`config.mk`:
```
export PLATFORM = sky130hd
export DESIGN_NAME = board_power_ctl
export DESIGN_NICKNAME = d
export VERILOG_FILES = /design/src/verilog/board_power_ctl.v
export VERILOG_INCLUDE_DIRS = /design/src /design/src/pkg
export SDC_FILE = /design/constraint.sdc
export NUM_CORES = 1
export LEC_CHECK = 0
export ABC_AREA = 1
export BUFFER_PORTS_ARGS = -buffer_cell sky130_fd_sc_hd__clkbuf_2
export CAP_MARGIN = 5
export CORE_UTILIZATION = 40
export DETAILED_ROUTE_END_ITERATION = 10
export PLACE_DENSITY_LB_ADDON = 0.05
export SLEW_MARGIN = 10
export SYNTH_ARGS = -nofsm -noshare
export SYNTH_HDL_FRONTEND = slang
export SYNTH_SLANG_ARGS = --single-unit
```
`constraint.sdc`:
```
create_clock -name clk -period 3.5 [get_ports clk]
set_clock_uncertainty 0.2 [all_clocks]
set_input_delay 0.35 -clock clk [delete_from_list [all_inputs] [get_ports clk]]
set_output_delay 0.35 -clock clk [all_outputs]
set_load 0.03 [all_outputs]
```
`src/pkg/power_ctl_defines.vh`:
```
`ifndef POWER_CTL_DEFINES_VH
`define POWER_CTL_DEFINES_VH

// clock rate and timing figures
`define CLK_KHZ 20000
`define HOLD_SHORT_MS 4000
`define HOLD_LONG_MS 6000
`define DEBOUNCE_MS 20
`define TACH_WIN_MS 1000

// the same spans in cycles of the 20 MHz clock, sized to their counters
`define HOLD_SHORT_CNT 27'h4C4B400
`define HOLD_LONG_CNT 27'h7270E00
`define DEB_CNT 19'h61A80
`define TACH_WIN_CNT 25'h1312D00

// counter widths and fan count
`define HOLD_W 27
`define DEB_W 19
`define WIN_W 25
`define PWM_W 8
`define FAN_N 3

// reset values and duty limits
`define DUTY_RST 8'h80
`define DUTY_FULL 8'hFF
`define DUTY_OFF 8'h00
`define TACH_CNT_RST 8'h00

// positions in the synchronised pin bus
`define SYNC_W 13
`define IN_SW 0
`define IN_RTC 1
`define IN_LAN 2
`define IN_USB 3
`define IN_SER 4
`define IN_PME 5
`define IN_PCIE 6
`define IN_PS2 7
`define IN_COMBO 8
`define IN_PKEY 9
`define IN_TACH 10

`endif

```
`src/verilog/board_power_ctl.v`:
```
`timescale 1ns/1ps
`include "power_ctl_defines.vh"

module board_power_ctl #(
	parameter [`HOLD_W-1:0] HOLD_SHORT_CYC = `HOLD_SHORT_CNT,
	parameter [`HOLD_W-1:0] HOLD_LONG_CYC = `HOLD_LONG_CNT,
	parameter [`DEB_W-1:0] DEB_CYC = `DEB_CNT,
	parameter [`WIN_W-1:0] TACH_WIN_CYC = `TACH_WIN_CNT
) (
	input wire clk,
	input wire srst,
	input wire pwr_sw_n,
	input wire rtc_alarm,
	input wire lan_wake,
	input wire usb_activity,
	input wire serial_activity,
	input wire pme_n,
	input wire pcie_wake_n,
	input wire ps2_activity,
	input wire ps2_key_combo,
	input wire ps2_power_key,
	input wire [`FAN_N-1:0] fan_tach,
	input wire pme_wake_en,
	input wire rtc_wake_armed,
	input wire ps2_s5_use_power_key,
	input wire sleep_to_s4,
	input wire restore_last_state,
	input wire prior_state_on,
	input wire led_dual_color,
	input wire os_sleep_req,
	input wire os_off_req,
	input wire [`FAN_N*`PWM_W-1:0] fan_target,
	output reg ps_on,
	output reg [`FAN_N-1:0] fan_pwm,
	output reg led_power,
	output reg led_amber,
	output reg [1:0] sys_state,
	output reg last_on
);

	localparam [1:0] ST_S5 = 2'h0;
	localparam [1:0] ST_S3 = 2'h1;
	localparam [1:0] ST_S4 = 2'h2;
	localparam [1:0] ST_S0 = 2'h3;

	wire [`SYNC_W-1:0] pin_raw;
	reg [`SYNC_W-1:0] sync1_reg;
	reg [`SYNC_W-1:0] sync2_reg;
	reg [`SYNC_W-1:0] sync3_reg;
	reg [`SYNC_W-1:0] pin_reg;
	reg [`SYNC_W-1:0] pin_prev_reg;
	wire [`SYNC_W-1:0] pin_rise;

	// active-low pins are inverted so every bus bit means asserted
	assign pin_raw = {fan_tach, ps2_power_key, ps2_key_combo, ps2_activity,
		~pcie_wake_n, ~pme_n, serial_activity, usb_activity, lan_wake,
		rtc_alarm, ~pwr_sw_n};

	genvar gi;
	generate
		for (gi = 0; gi < `SYNC_W; gi = gi + 1) begin : g_sync
			always @(posedge clk) begin
				if (srst) begin
					sync1_reg[gi] <= 1'b0;
					sync2_reg[gi] <= 1'b0;
					sync3_reg[gi] <= 1'b0;
					pin_reg[gi] <= 1'b0;
					pin_prev_reg[gi] <= 1'b0;
				end else begin
					sync1_reg[gi] <= pin_raw[gi];
					sync2_reg[gi] <= sync1_reg[gi];
					sync3_reg[gi] <= sync2_reg[gi];
					// a change only counts once two stages agree
					if (sync2_reg[gi] == sync3_reg[gi]) begin
						pin_reg[gi] <= sync3_reg[gi];
					end
					pin_prev_reg[gi] <= pin_reg[gi];
				end
			end
			assign pin_rise[gi] = pin_reg[gi] & ~pin_prev_reg[gi];
		end
	endgenerate

	// power switch debounce and hold timing
	reg [`DEB_W-1:0] deb_cnt_reg;
	reg sw_deb_reg;
	reg sw_deb_prev_reg;
	reg [`HOLD_W-1:0] hold_cnt_reg;
	reg long_done_reg;
	wire sw_release;
	wire short_press;
	wire long_hold;

	always @(posedge clk) begin
		if (srst) begin
			deb_cnt_reg <= {`DEB_W{1'b0}};
			sw_deb_reg <= 1'b0;
		end else if (pin_reg[`IN_SW] == sw_deb_reg) begin
			deb_cnt_reg <= {`DEB_W{1'b0}};
		end else if (deb_cnt_reg >= DEB_CYC - 1'b1) begin
			deb_cnt_reg <= {`DEB_W{1'b0}};
			sw_deb_reg <= pin_reg[`IN_SW];
		end else begin
			deb_cnt_reg <= deb_cnt_reg + 1'b1;
		end
	end

	always @(posedge clk) begin
		if (srst) begin
			sw_deb_prev_reg <= 1'b0;
			hold_cnt_reg <= {`HOLD_W{1'b0}};
			long_done_reg <= 1'b0;
		end else begin
			sw_deb_prev_reg <= sw_deb_reg;
			if (!sw_deb_reg) begin
				hold_cnt_reg <= {`HOLD_W{1'b0}};
				long_done_reg <= 1'b0;
			end else if (hold_cnt_reg != HOLD_LONG_CYC) begin
				hold_cnt_reg <= hold_cnt_reg + 1'b1;
			end else begin
				long_done_reg <= 1'b1;
			end
		end
	end

	assign sw_release = sw_deb_prev_reg & ~sw_deb_reg;
	// holds of four to six seconds fall through both tests
	assign short_press = sw_release & (hold_cnt_reg < HOLD_SHORT_CYC);
	assign long_hold = sw_deb_reg & ~long_done_reg &
		(hold_cnt_reg == HOLD_LONG_CYC);

	// wake source gating
	reg [1:0] state_reg;
	reg [1:0] state_next;
	reg boot_reg;
	wire in_sleep;
	wire in_s3;
	wire in_s5;
	wire ps2_wake;
	wire wake_req;

	assign in_s3 = (state_reg == ST_S3);
	assign in_s5 = (state_reg == ST_S5);
	assign in_sleep = (state_reg != ST_S0);

	// any key in S3, restricted keys in S4
	// S5 key choice by setting
	// the combination and power key are keystrokes too, so S3 takes them
	assign ps2_wake = in_s3 ? (pin_rise[`IN_PS2] | pin_rise[`IN_COMBO] |
		pin_rise[`IN_PKEY]) :
		in_s5 ? (ps2_s5_use_power_key ? pin_rise[`IN_PKEY] :
		pin_rise[`IN_COMBO]) :
		(pin_rise[`IN_COMBO] | pin_rise[`IN_PKEY]);

	assign wake_req = in_sleep & (
		(rtc_wake_armed & pin_rise[`IN_RTC]) |
		pin_rise[`IN_LAN] |
		(in_s3 & pin_rise[`IN_USB]) |
		(in_s3 & pin_rise[`IN_SER]) |
		(pme_wake_en & pin_rise[`IN_PME]) |
		pin_rise[`IN_PCIE] |
		ps2_wake);

	always @* begin
		state_next = state_reg;
		case (state_reg)
			ST_S5: begin
				if (short_press || wake_req) begin
					state_next = ST_S0;
				end
			end
			ST_S3, ST_S4: begin
				if (long_hold) begin
					state_next = ST_S5;
				end else if (short_press || wake_req) begin
					state_next = ST_S0;
				end
			end
			ST_S0: begin
				if (long_hold || os_off_req) begin
					state_next = ST_S5;
				end else if (short_press || os_sleep_req) begin
					state_next = sleep_to_s4 ? ST_S4 : ST_S3;
				end
			end
			default: begin
				state_next = ST_S5;
			end
		endcase
	end

	// reset stands for AC return; the prior state is sampled just after
	always @(posedge clk) begin
		if (srst) begin
			state_reg <= ST_S5;
			boot_reg <= 1'b1;
		end else if (boot_reg) begin
			boot_reg <= 1'b0;
			if (restore_last_state && prior_state_on) begin
				state_reg <= ST_S0;
			end
		end else begin
			state_reg <= state_next;
		end
	end

	// outputs to supply and front panel
	always @(posedge clk) begin
		if (srst) begin
			ps_on <= 1'b0;
			led_power <= 1'b0;
			led_amber <= 1'b0;
			sys_state <= ST_S5;
			last_on <= 1'b0;
		end else begin
			ps_on <= (state_reg == ST_S0);
			led_power <= (state_reg == ST_S0);
			// amber on dual LED, dark on single
			led_amber <= in_s3 & led_dual_color;
			sys_state <= state_reg;
			last_on <= (state_reg == ST_S0);
		end
	end

	// fan control: shared PWM ramp and tach window
	reg [`PWM_W-1:0] pwm_cnt_reg;
	reg [`WIN_W-1:0] win_cnt_reg;
	reg win_end_reg;
	wire fan_en;

	// fans off in any other state
	assign fan_en = (state_reg == ST_S0);

	always @(posedge clk) begin
		if (srst) begin
			pwm_cnt_reg <= {`PWM_W{1'b0}};
			win_cnt_reg <= {`WIN_W{1'b0}};
			win_end_reg <= 1'b0;
		end else begin
			pwm_cnt_reg <= pwm_cnt_reg + 1'b1;
			if (win_cnt_reg >= TACH_WIN_CYC - 1'b1) begin
				win_cnt_reg <= {`WIN_W{1'b0}};
				win_end_reg <= 1'b1;
			end else begin
				win_cnt_reg <= win_cnt_reg + 1'b1;
				win_end_reg <= 1'b0;
			end
		end
	end

	generate
		for (gi = 0; gi < `FAN_N; gi = gi + 1) begin : g_fan
			reg [`PWM_W-1:0] duty_reg;
			reg [`PWM_W-1:0] tach_cnt_reg;
			wire [`PWM_W-1:0] target;
			wire tach_edge;

			assign target = fan_target[gi*`PWM_W +: `PWM_W];
			assign tach_edge = pin_rise[`IN_TACH + gi];

			// tach count steers the duty each window
			always @(posedge clk) begin
				if (srst) begin
					duty_reg <= `DUTY_RST;
					tach_cnt_reg <= `TACH_CNT_RST;
				end else if (win_end_reg) begin
					tach_cnt_reg <= `TACH_CNT_RST;
					if (target == `DUTY_OFF) begin
						duty_reg <= `DUTY_OFF;
					end else if (target == `DUTY_FULL) begin
						duty_reg <= `DUTY_FULL;
					end else if (tach_cnt_reg < target &&
						duty_reg != `DUTY_FULL) begin
						duty_reg <= duty_reg + 1'b1;
					end else if (tach_cnt_reg > target &&
						duty_reg != `DUTY_OFF) begin
						duty_reg <= duty_reg - 1'b1;
					end
				end else if (tach_edge && tach_cnt_reg != `DUTY_FULL) begin
					// saturate so a fast fan never wraps to look slow
					tach_cnt_reg <= tach_cnt_reg + 1'b1;
				end
			end

			// PWM drive; full duty holds the line high
			always @(posedge clk) begin
				if (srst) begin
					fan_pwm[gi] <= 1'b0;
				end else begin
					fan_pwm[gi] <= fan_en & ((duty_reg == `DUTY_FULL) |
						(pwm_cnt_reg < duty_reg));
				end
			end
		end
	endgenerate

endmodule

```
# Word-level counts from Yosys, hierarchy flattened
# Cells that the tools add are included.
# totals
reg_bits	205
elab_cells	258
out_inout_bits	9
inputBits	48
# op_classes
muxes	25
order_cmp	12
n_eq_ne	34
addsub	13
bitwise_logic	55
n_reduce_logical	33
# op_table
cell	count
$mux 8	12
$add 8x1->8 const B	7
$eq 8x8->1 const B	6
$lt 8x8->1	6
$ne 8x8->1 const B	6
$add 27x1->27 const B	1
$eq 27x27->1 const B	1
$lt 27x27->1 const B	1
$ne 27x27->1 const B	1
$add 25x1->25 const B	1
$and 1x1->1	25
$ge 25x25->1 const B	1
$gt 8x8->1	3
$logic_not 8->1	3
$reduce_bool 8->1	3
$sub 8x1->8 const B	3
$add 19x1->19 const B	1
$ge 19x19->1 const B	1
$not 1->1	18
$eq 1x1->1	14
$mux 2	7
$or 1x1->1	12
$reduce_bool 4->1	3
$logic_and 1x1->1	10
12 further kinds	26

# Depth between registers and ports, before layout
# Gate-level depths: netlist of the first run.
# depth
ltp_word	15
depth_mapped	18
ltp_nobuf	18

# Least setup slack after synthesis of the first run
# OpenSTA, ideal clock, no wires.
# synth_timing
path_kind	input port to flip-flop
start	in fan_target[11]
end	reg g_fan[1].duty_reg[7]
n_path_buf	0
slack_ps	703
setup_time_ps	115
t_required_ps	3185
path_stages	15
arrival_time_ps	2482
cell_sequence	inv_1 > ha_1 > a21oi_1 > nand2_1 > o21bai_1 > nand3_1 > ha_1 > a21oi_1 > o21ai_0 > a31oi_1 > inv_1 > nand2_1 > nand3_1 > nand2_1 > nand2_1
# synth_between
elab_chain_len	5
word_cells_on_any_way	11
cone_classes	order compare: 2; eq/ne: 1; mux: 3; reduce/logical: 5
# synth_lines
item	line	text
start, declared	board_power_ctl.v:32	input wire [`FAN_N*`PWM_W-1:0] fan_target,
$lt 8x8->1	board_power_ctl.v:272	end else if (tach_cnt_reg < target &&
$logic_and 1x1->1 (no line)	-	
$mux 8	board_power_ctl.v:272	
$mux 8	board_power_ctl.v:270	end else if (target == `DUTY_FULL) begin
$mux 8	board_power_ctl.v:268	if (target == `DUTY_OFF) begin
end signal, assigned	board_power_ctl.v:269	duty_reg <= `DUTY_OFF;
end signal, assigned	board_power_ctl.v:271	duty_reg <= `DUTY_FULL;
end signal, assigned	board_power_ctl.v:274	duty_reg <= duty_reg + 1'b1;
end, declared	board_power_ctl.v:253	reg [`PWM_W-1:0] duty_reg;
# Parallel ways exist; a longest one is shown, timed or not.
# A chain may end at the register's enable or synchronous reset.

# Final worst setup path of the first run
# layout_timing
start	reg g_fan[2].tach_cnt_reg[3]
end	reg g_fan[2].duty_reg[7]
# layout_between
elab_chain_len	5
word_cells_on_any_way	9
cone_classes	order compare: 2; mux: 3; reduce/logical: 4
# layout_lines
item	line	text
start, declared	board_power_ctl.v:254	reg [`PWM_W-1:0] tach_cnt_reg;
start signal, assigned	board_power_ctl.v:265	tach_cnt_reg <= `TACH_CNT_RST;
start signal, assigned	board_power_ctl.v:267	tach_cnt_reg <= `TACH_CNT_RST;
start signal, assigned	board_power_ctl.v:281	tach_cnt_reg <= tach_cnt_reg + 1'b1;
$lt 8x8->1	board_power_ctl.v:272	
$logic_and 1x1->1 (no line)	-	
$mux 8	board_power_ctl.v:272	
$mux 8	board_power_ctl.v:270	
$mux 8	board_power_ctl.v:268	
end signal, assigned	board_power_ctl.v:269	
end signal, assigned	board_power_ctl.v:271	
end signal, assigned	board_power_ctl.v:274	
end, declared	board_power_ctl.v:253	
# Parallel ways exist; a longest one is shown, timed or not.

==> summary.md, run 1 <==
| Metric | Value |
|---|---|
| Status | `completed` |
| Vias/cell | `4.73` |
| Post-Syn Area per Cell | `7.10 um^2` |
| Ys flop type | `dfxtp_1` |
| CTS clk-pin slew, worst paths | `0.06 ns` |
| Setup ws final | `0.509 ns` |
| Worst Setup Path Type | `reg -> reg` |
| Most frequent cell after synthesis | `nand2_1` |
| Gp weighted congestion | `0.837` |
| Layout net count | `1806` |
| RSZ-0062 raised after global routing | `false` |
| Core Area | `27900 um^2` |
| Fin. max-slew vios | `0` |
| TritonCTS clock tree | `yes` |
| Crit path capture type | `register` |
| FP Rows | `61` |
| MaxCap Viol Count | `0` |
| Area of the multi-input gates | `6120 um^2` |
| Sink Count | `205` |
| FF+latch count, synth | `205` |
| Max-slew headroom | `22.6%` |
| Filler cells | `2885` |
| Initial core utilization | `40.8%` |
| Worst setup SP type | `register` |
| Largest net degree at the start of global routing | `36` |
| Final hold vios | `0` |
| Max Fclk | `0.334 GHz` |
| Drt pass-1 iters | `4` |
| Total Routing Usage GR | `17.8%` |
| Die height | `171 um` |
| Drt initial violations | `434` |
| Distinct cells, synth | `48` |
| Final min period | `2.99 ns` |
| Via count | `9801` |
| Placed cell count | `2015` |
| Finished Layout Cells | `2073` |
| Dpl ws | `0.306 ns` |
| Setup TNS | `0 ns` |
| Max reg flops | `27` |
| PortBufs | `56` |
| Postcts setup bufs | `0` |
| Root Buffer Master | `clkbuf_16` |
| Worst hold margin | `0.0276 ns` |
| Synth Net Count | `1728` |
| Clock buffer depth | `3` |
| Sequential area share after synthesis | `36.1%` |
| CP arrival | `3.22 ns` |
| DRT Wirelength | `25.1 mm` |
| Final cycle utilization of the critical path | `85.5%` |
| Power density over cell area | `398 nW/um^2` |
| Synth warnings | `0` |
| Synth top cells by count | `274 x nand2_1, 265 x inv_1, 237 x nor2_1` |
| Die width | `171 um` |
| H-tree levels | `1` |
| Vias in the first global route | `9102` |
| Area grow syn2layout | `14.6%` |
| Final total power | `5190 uW` |
| Final Setup Violations | `0` |
| Residual DRC | `0` |
| Reg area | `4100 um^2` |
| DRT antenna net count | `0` |
| Grt total ovfl | `0` |
| Die area | `29100 um^2` |
| Diodes inserted | `0` |
| Synth top area cells | `dfxtp_1 36%, nand2_1 9.0%, inv_1 8.8%` |
| Share of post-route cells with drive strength above 1 | `9.73%` |
| Top cell type's share of synthesized area | `36.1%` |
| Leak | `0.00556 uW` |
| Area leader, netlist | `dfxtp_1` |
| First-pass GRT wire length | `43.1 mm` |
| EDFF count, synth | `0` |
| Tightest Hold Check Type | `in -> reg` |
| CTS Buf Count | `25` |
| Worst-margin pin slew | `1.16 ns` |
| Post-synth ARST share | `0%` |
| IO Pins | `57` |
| Initial antenna violation count | `0` |
| CP Max Fanout | `10` |
| Post-DP HPWL | `18.6 mm` |
| Clock Latency Late Sink | `0.53 ns` |
| Post-Syn Area | `11400 um^2` |
| CP Data Required Time | `3.73 ns` |
| Avg WL per Cell | `12.1 um` |
| Max IR drop VDD | `0.000428 V` |
| Synthesized instance count | `1600` |
stage by stage:
step                      util (%)  area, um^2
final                         46.7       13000
after global routing          46.7       13000
after CTS                     46.7       13000
after detailed placement      43.3       12100
after global placement        43.3       12100
after floorplan                  -       11400
cell families (layout without fill, tap and decap cells):
| family | Yosys count | in the layout | share of synthesized area, % |
|---|---|---|---|
| DFF | 205 | 205 | 36.1 |
| xor gates and xnor gates | 49 | 49 | 3.78 |
| adders and majority gates | 80 | 80 | 9.00 |
| and+or+nand+nor | 775 | 775 | 31.9 |
| AOI/OAI and AO/OA | 194 | 194 | 9.14 |
| buffers and inverters | 297 | 392 | 10.0 |
placed cells by master (no fill, tap or decap), types with 13 or more instances in the layout:
cell type	count
nor2_1	237
clkbuf_16	25
xor2_1	34
dlygate4sd3_1	14
nand3_1	104
clkbuf_2	55
xnor2_1	15
o21ai_0	41
dfxtp_1	205
a21oi_1	125
inv_1	265
nand4_1	54
nor3_1	20
nand2_1	274
nand3b_1	13
ha_1	77
final timing paths:
path,from,cells after the start,to,slack [ns]
worst min register to register,sync1_reg[5],2,sync2_reg[5],0.20
worst min-delay path,srst,2,pwm_cnt_reg[0],0.03
worst max register to register,g_fan[2].tach_cnt_reg[3],14,g_fan[2].duty_reg[7],0.51
worst max-delay path,g_fan[2].tach_cnt_reg[3],14,g_fan[2].duty_reg[7],0.51
repair_timing:
item / CTS / global route
gates resized for setup: 0 / 0
hold buffers: 14 / 0
endpoints found under the hold margin: 14 / 0
power by group:
group	leakage [uW]	internal (uW)	switching (uW)
clock network	0.000413	1570	1030
registers	0.00166	2370	17.8
logic	0.00349	83.2	127
total	0.00556	4020	1170
final cells by class:
cell class              count  area share [%]
multi-input cells        1098            47.0
flip-flops and latches    205            31.5
inverters                 271            7.81
clock buffers              33            5.42
repair buffers             77            3.65
well taps                 378            3.63
clock inverters            11           0.970
critical path, cell delays in order, from the launching register on:
cell	delay (ns)
dfxtp_1	0.32
ha_1	0.30
a21oi_1	0.16
o21ai_0	0.10
nand2_1	0.10
nand3_1	0.36
ha_1	0.50
a21oi_1	0.24
o21ai_0	0.10
a31oi_1	0.22
inv_1	0.06
nand2_1	0.06
nand3_1	0.06
nand2_1	0.06
nand2_1	0.04
layer usage:
metal / up-vias / track usage (%) / share of wire, %
li1: 5319 / - / -
met1: 4357 / 24.5 / 50
met2: 97 / 29.4 / 45
met3: 28 / 2.45 / 2.7
met4: 0 / 3.92 / 1.7
met5: - / 0 / 0
No activity file was read; power rests on OpenSTA's default activity.
==> inputs of run 2 (changes only) <==
--- a/config.mk
+++ b/config.mk
@@ -9,9 +9,13 @@
 export ABC_AREA = 1
 export BUFFER_PORTS_ARGS = -buffer_cell sky130_fd_sc_hd__clkbuf_2
 export CAP_MARGIN = 5
+export CELL_PAD_IN_SITES_DETAIL_PLACEMENT = 1
+export CELL_PAD_IN_SITES_GLOBAL_PLACEMENT = 1
 export CORE_UTILIZATION = 40
+export CTS_BUF_LIST = sky130_fd_sc_hd__clkbuf_16
 export DETAILED_ROUTE_END_ITERATION = 10
 export PLACE_DENSITY_LB_ADDON = 0.05
+export REMOVE_ABC_BUFFERS = 1
 export SLEW_MARGIN = 10
 export SYNTH_ARGS = -nofsm -noshare
 export SYNTH_HDL_FRONTEND = slang
==> summary.md, run 2 (synthesized netlist as in run 1, its figures left out) <==
| Metric | Value |
|---|---|
| Core Area | `27900 um^2 (unchanged)` |
| Power density over cell area | `395 nW/um^2 (was 398 nW/um^2)` |
| Share of post-route cells with drive strength above 1 | `9.37% (was 9.73%)` |
| CTS Buf Count | `26 (was 25)` |
| Worst Setup Path Type | `reg -> reg (unchanged)` |
| Hold_sp | `sleep_to_s4 (was srst)` |
| Vias/cell | `4.92 (was 4.73)` |
| Sink Count | `205 (unchanged)` |
| Layout net count | `1806 (unchanged)` |
| Clock Latency Late Sink | `0.55 ns (was 0.53 ns)` |
| Max Fclk | `0.318 GHz (was 0.334 GHz)` |
| DRT Wirelength | `27.9 mm (was 25.1 mm)` |
| First-pass GRT wire length | `48.0 mm (was 43.1 mm)` |
| PortBufs | `56 (unchanged)` |
| Area grow syn2layout | `14.4% (was 14.6%)` |
| MaxCap Viol Count | `0 (unchanged)` |
| Final cycle utilization of the critical path | `89.9% (was 85.5%)` |
| FP Rows | `61 (unchanged)` |
| Postcts setup bufs | `0 (unchanged)` |
| Largest net degree at the start of global routing | `47 (was 36)` |
| Clock buffer depth | `3 (unchanged)` |
| Vias in the first global route | `10400 (was 9102)` |
| Via count | `10200 (was 9801)` |
| Post-CTS sizing | `0 (unchanged)` |
| Share of power burned in registers | `46.4% (was 46.0%)` |
| Total Routing Usage GR | `19.8% (was 17.8%)` |
| Final Setup Violations | `0 (unchanged)` |
| Fin. max-slew vios | `0 (unchanged)` |
| Most frequent cells in the layout | `274 x nand2_1, 272 x inv_1, 237 x nor2_1 (was 274 x nand2_1, 265 x inv_1, 237 x nor2_1)` |
| CTS clk-pin slew, worst paths | `0.05 ns (was 0.06 ns)` |
| Root Buffer Master | `clkbuf_16 (unchanged)` |
| CP arrival | `3.37 ns (was 3.22 ns)` |
| Combinational Power Share | `4.2% (was 4.1%)` |
| Setup crit start | `g_fan[1].tach_cnt_reg[3] (was g_fan[2].tach_cnt_reg[3])` |
| Tightest Hold Check Type | `in -> reg (unchanged)` |
| CP Data Required Time | `3.72 ns (was 3.73 ns)` |
| Diodes inserted | `0 (unchanged)` |
| # hold bufs at CTS | `14 (unchanged)` |
| H-tree levels | `1 (unchanged)` |
| P_sw | `1190 uW (was 1170 uW)` |
| Die area | `29100 um^2 (unchanged)` |
| Final hold vios | `0 (unchanged)` |
| Drt pass-1 iters | `4 (unchanged)` |
| R2r startpoint | `g_fan[1].tach_cnt_reg[3] (was g_fan[2].tach_cnt_reg[3])` |
| Die width | `171 um (unchanged)` |
| Switching share of total power | `23.2% (was 22.6%)` |
| Clock power share | `49.4% (was 50.0%)` |
| Initial antenna violation count | `0 (unchanged)` |
| Worst-margin pin slew | `0.678 ns (was 1.16 ns)` |
| Worst setup SP type | `register (unchanged)` |
| Commonest non-fill, non-tap cell in the layout | `nand2_1 (unchanged)` |
| Max-slew headroom | `54.7% (was 22.6%)` |
| DRT antenna net count | `0 (unchanged)` |
| Avg WL per Cell | `13.4 um (was 12.1 um)` |
| Post-DP HPWL | `21.0 mm (was 18.6 mm)` |
| Final min period | `3.15 ns (was 2.99 ns)` |
| Initial core utilization | `40.8% (unchanged)` |
| RSZ-0062 raised after global routing | `false (unchanged)` |
| Crit path capture type | `register (unchanged)` |
| Cell Int Power | `3950 uW (was 4020 uW)` |
| Setup TNS | `0 ns (unchanged)` |
| Residual DRC | `0 (unchanged)` |
| Die height | `171 um (unchanged)` |
| Max reg flops | `27 (unchanged)` |
| Grt total ovfl | `0 (unchanged)` |
| Leak | `0.00556 uW (about the same)` |
| Gp weighted congestion | `0.820 (was 0.837)` |
| TritonCTS clock tree | `yes (unchanged)` |
| Max IR drop VDD | `0.000357 V (was 0.000428 V)` |
| IO Pins | `57 (unchanged)` |
| Post-layout util | `46.7% (about the same)` |
| Drt initial violations | `316 (was 434)` |
| Status | `completed (unchanged)` |
| CP Max Fanout | `10 (unchanged)` |
## run 2: worst max-delay path, cell delays in order, from the launching register on
cell      delay [ns]
dfxtp_1         0.42
ha_1            0.29
a21oi_1         0.15
nand2_1         0.08
o21bai_1        0.22
nand3_1         0.10
buf_4           0.19
ha_1            0.35
a21oi_1         0.30
o21ai_0         0.12
a31oi_1         0.30
inv_1           0.07
nand2_1         0.07
nand3_1         0.06
nand2_1         0.06
nand2_1         0.04
## run 2: per-layer routing
metal | routed length [um] | global-route usage, % | vias to the layer above
li1 | - | - | 5313
met1 | 13200 | 24.6 | 4757
met2 | 13400 | 35.8 | 93
met3 | 616 | 2.31 | 44
met4 | 729 | 5.84 | 0
met5 | 0 | 0 | -
## run 2: cell type report
class,instances,area (um^2)
Fill cell,3561,14900
Multi-Input combinational cell,1098,6120
Sequential cell,205,4100
Inverter,271,1020
Clock buffer,26,651
Tap cell,378,473
Timing Repair Buffer,76,468
Clock inverter,21,171
## run 2: stage by stage
step / power (uW) / hold slack, ns / cell area (um^2) / worst slack [ns] / cells
floorplan: 2550 / 0.178 / 11200 / 0.703 / 1574
global placement: 2640 / 0.190 / 12000 / 0.304 / 2014
detailed placement: 2640 / 0.195 / 12000 / 0.236 / 2014
CTS: 5240 / 0.0367 / 13000 / 0.358 / 2075
global route: 5360 / 0.0720 / 13000 / 0.125 / 2075
finish: 5140 / 0.0331 / 13000 / 0.353 / 2075
## run 2: final timing paths
check                               to  slack (ns)  cells past startpoint
hold / removal            state_reg[1]        0.03                      5
hold reg to reg           sync2_reg[4]        0.20                      2
setup reg to reg  g_fan[1].duty_reg[7]        0.35                     15
setup / recovery  g_fan[1].duty_reg[7]        0.35                     15
## run 2: power groups by stage
stage,registers [uW],logic (uW),clock network [uW]
5_1_grt,2390,251,2720
2_1_floorplan,2440,109,0
6_report,2380,217,2540
3_3_place_gp,2430,202,0
4_1_cts,2380,223,2640
3_5_place_dp,2440,209,0
==> inputs of run 3 (changes only) <==
--- a/config.mk
+++ b/config.mk
@@ -14,6 +14,7 @@
 export CORE_UTILIZATION = 40
 export CTS_BUF_LIST = sky130_fd_sc_hd__clkbuf_16
 export DETAILED_ROUTE_END_ITERATION = 10
+export HOLD_SLACK_MARGIN = 0.06
 export PLACE_DENSITY_LB_ADDON = 0.05
 export REMOVE_ABC_BUFFERS = 1
 export SLEW_MARGIN = 10
==> summary.md, run 3 (synthesized netlist as in run 1, its figures left out) <==
| Metric | Value |
|---|---|
| Total Routing Usage GR | `19.9% (was 19.8%)` |
| Clock buffer depth | `3 (unchanged)` |
| Hold_sp | `os_off_req (was sleep_to_s4)` |
| MaxCap Viol Count | `0 (unchanged)` |
| R2R cell count | `15 (unchanged)` |
| Grt total ovfl | `0 (unchanged)` |
| WP depth | `15 (unchanged)` |
| Area grow syn2layout | `14.9% (was 14.4%)` |
| Initial antenna violation count | `0 (unchanged)` |
| Clock Latency Late Sink | `0.55 ns (about the same)` |
| H-tree levels | `1 (unchanged)` |
| IO Pins | `57 (unchanged)` |
| Crit path max-delay family | `compound AO/OA/AOI/OAI gates (unchanged)` |
| WHS Path Cells | `6 (was 5)` |
| Worst setup SP type | `register (unchanged)` |
| Post-DP HPWL | `21.0 mm (unchanged)` |
| Drt pass-1 iters | `4 (unchanged)` |
| FP Rows | `61 (unchanged)` |
| PortBufs | `56 (unchanged)` |
| Tightest Hold Check Type | `in -> reg (unchanged)` |
| Hold path endpoint | `state_reg[0] (was state_reg[1])` |
| Die area | `29100 um^2 (unchanged)` |
| Crit path cell chain | `ha_1 -> a21oi_1 -> nand2_1 -> o21bai_1 -> nand3_1 -> buf_4 -> ha_1 -> a21oi_1 -> o21ai_0 -> a31oi_1 -> inv_1 -> nand2_1 -> nand3_1 -> nand2_1 -> nand2_1 (unchanged)` |
| Reg area | `4100 um^2 (unchanged)` |
| Die width | `171 um (unchanged)` |
| Die height | `171 um (unchanged)` |
| Avg WL per Cell | `13.5 um (was 13.4 um)` |
| Status | `completed (unchanged)` |
| Max IR drop VDD | `0.000357 V (about the same)` |
| Final Setup Violations | `0 (unchanged)` |
| CTS clk-pin slew, worst paths | `0.06 ns (was 0.05 ns)` |
| Most frequent cells in the layout | `274 x nand2_1, 272 x inv_1, 237 x nor2_1 (unchanged)` |
| Slowest stage delay, CP | `0.42 ns (about the same)` |
| Share of post-route cells with drive strength above 1 | `9.34% (was 9.37%)` |
| RSZ-0062 raised after global routing | `false (unchanged)` |
| Power density over cell area | `394 nW/um^2 (was 395 nW/um^2)` |
| CP Max Fanout | `10 (unchanged)` |
| Gp weighted congestion | `0.820 (unchanged)` |
| Area of the multi-input gates | `6120 um^2 (unchanged)` |
| Residual DRC | `0 (unchanged)` |
| Leak | `0.00558 uW (was 0.00556 uW)` |
| Commonest non-fill, non-tap cell in the layout | `nand2_1 (unchanged)` |
| Worst Setup Path Type | `reg -> reg (unchanged)` |
| Max-slew headroom | `54.4% (was 54.7%)` |
| Via count | `10200 (about the same)` |
| Filler cells | `3563 (was 3561)` |
| Setup TNS | `0 ns (unchanged)` |
| Vias in the first global route | `10400 (about the same)` |
| First-pass GRT wire length | `48.1 mm (was 48.0 mm)` |
| Finished Layout Cells | `2080 (was 2075)` |
| Core Area | `27900 um^2 (unchanged)` |
| Final min period | `3.15 ns (about the same)` |
| Vias/cell | `4.92 (about the same)` |
| Max Fclk | `0.318 GHz (about the same)` |
| Initial core utilization | `40.8% (unchanged)` |
| DRT Wirelength | `28.0 mm (was 27.9 mm)` |
| Max reg flops | `27 (unchanged)` |
| Final cycle utilization of the critical path | `89.9% (about the same)` |
| Largest net degree at the start of global routing | `47 (unchanged)` |
| Worst-margin pin slew | `0.682 ns (was 0.678 ns)` |
| Fin. max-slew vios | `0 (unchanged)` |
| CP Data Required Time | `3.72 ns (about the same)` |
| TritonCTS clock tree | `yes (unchanged)` |
| Layout net count | `1811 (was 1806)` |
| Root Buffer Master | `clkbuf_16 (unchanged)` |
| Sink Count | `205 (unchanged)` |
| Reg2Reg Setup Slack | `0.35 ns (about the same)` |
| CP arrival | `3.37 ns (about the same)` |
| CP max-delay cell | `dfxtp_1 (unchanged)` |
| CP most frequent cell | `nand2_1 (unchanged)` |
| CTS Buf Count | `26 (unchanged)` |
| FF-to-FF End | `g_fan[1].duty_reg[7] (unchanged)` |
| Drt initial violations | `361 (was 316)` |
| Final hold vios | `0 (unchanged)` |
| Diodes inserted | `0 (unchanged)` |
| Final total power | `5140 uW (about the same)` |
| Crit path capture type | `register (unchanged)` |
| DRT antenna net count | `0 (unchanged)` |
| Placed cell count | `2014 (unchanged)` |
| Worst Path Buf+Inv | `2 (unchanged)` |
| R2r startpoint | `g_fan[1].tach_cnt_reg[3] (unchanged)` |
## run 3: cell types whose count changed in the layout (fill, tap and decap cells not counted), sizes merged
cell,change
dlygate4sd3,+5
## run 3: per-layer routing
layer  global-route usage [%]  vias up  routed length [um]
met5                        0        -                   0
met4                     5.84        0                 714
met1                     24.6     4771               13200
li1                         -     5324                   -
met3                     2.31       42                 595
met2                     35.9       90               13400
## run 3: final cells by class
cell class                 instances  area share [%]
tap                              378            3.62
clock buffer                      26            4.98
inverter                         271            7.79
multi-input combinational       1098            46.9
timing repair buffer              81            3.97
clock inverter                    21            1.31
sequential                       205            31.4
## run 3: timing repair
action                    CTS  global route
hold buffers               19             0
gates resized for setup     0             0
buffers inserted            0             0
hold endpoints to repair   17             0
## run 3: worst register-to-register path: cells and delay by family (launching register included)
family                     cells  cell delay (ns)
adders and majority gates      2             0.66
DFF                            1             0.42
AOI/OAI and AO/OA              5             1.09
buffers and inverters          2             0.27
and+or+nand+nor                6             0.41
## run 3: how the worst max path moves through the flow
| stage | end | slack, ns | start |
|---|---|---|---|
| 2_1_floorplan | g_fan[1].duty_reg[7] | 0.70 | fan_target[11] |
| 3_5_place_dp | g_fan[1].duty_reg[7] | 0.24 | fan_target[11] |
| 3_3_place_gp | g_fan[1].duty_reg[7] | 0.30 | fan_target[11] |
| 5_1_grt | g_fan[0].duty_reg[5] | 0.12 | g_fan[0].tach_cnt_reg[1] |
| 4_1_cts | g_fan[1].duty_reg[7] | 0.36 | g_fan[1].tach_cnt_reg[3] |
| 6_report | g_fan[1].duty_reg[7] | 0.35 | g_fan[1].tach_cnt_reg[3] |
## run 3: stage by stage
stage / utilization [%] / setup slack, ns / hold WS, ns / area (um^2)
4_1_cts: 46.9 / 0.358 / 0.0746 / 13100
3_5_place_dp: 43.2 / 0.236 / 0.195 / 12000
3_3_place_gp: 43.2 / 0.304 / 0.190 / 12000
6_report: 46.9 / 0.354 / 0.0807 / 13100
5_1_grt: 46.9 / 0.125 / 0.139 / 13100
2_1_floorplan: - / 0.703 / 0.178 / 11200
## run 3: power by group
| group | total [uW] | switching (uW) | internal, uW |
|---|---|---|---|
| clock network | 2540 | 1040 | 1500 |
| registers | 2380 | 17.9 | 2370 |
| logic | 223 | 134 | 89.0 |
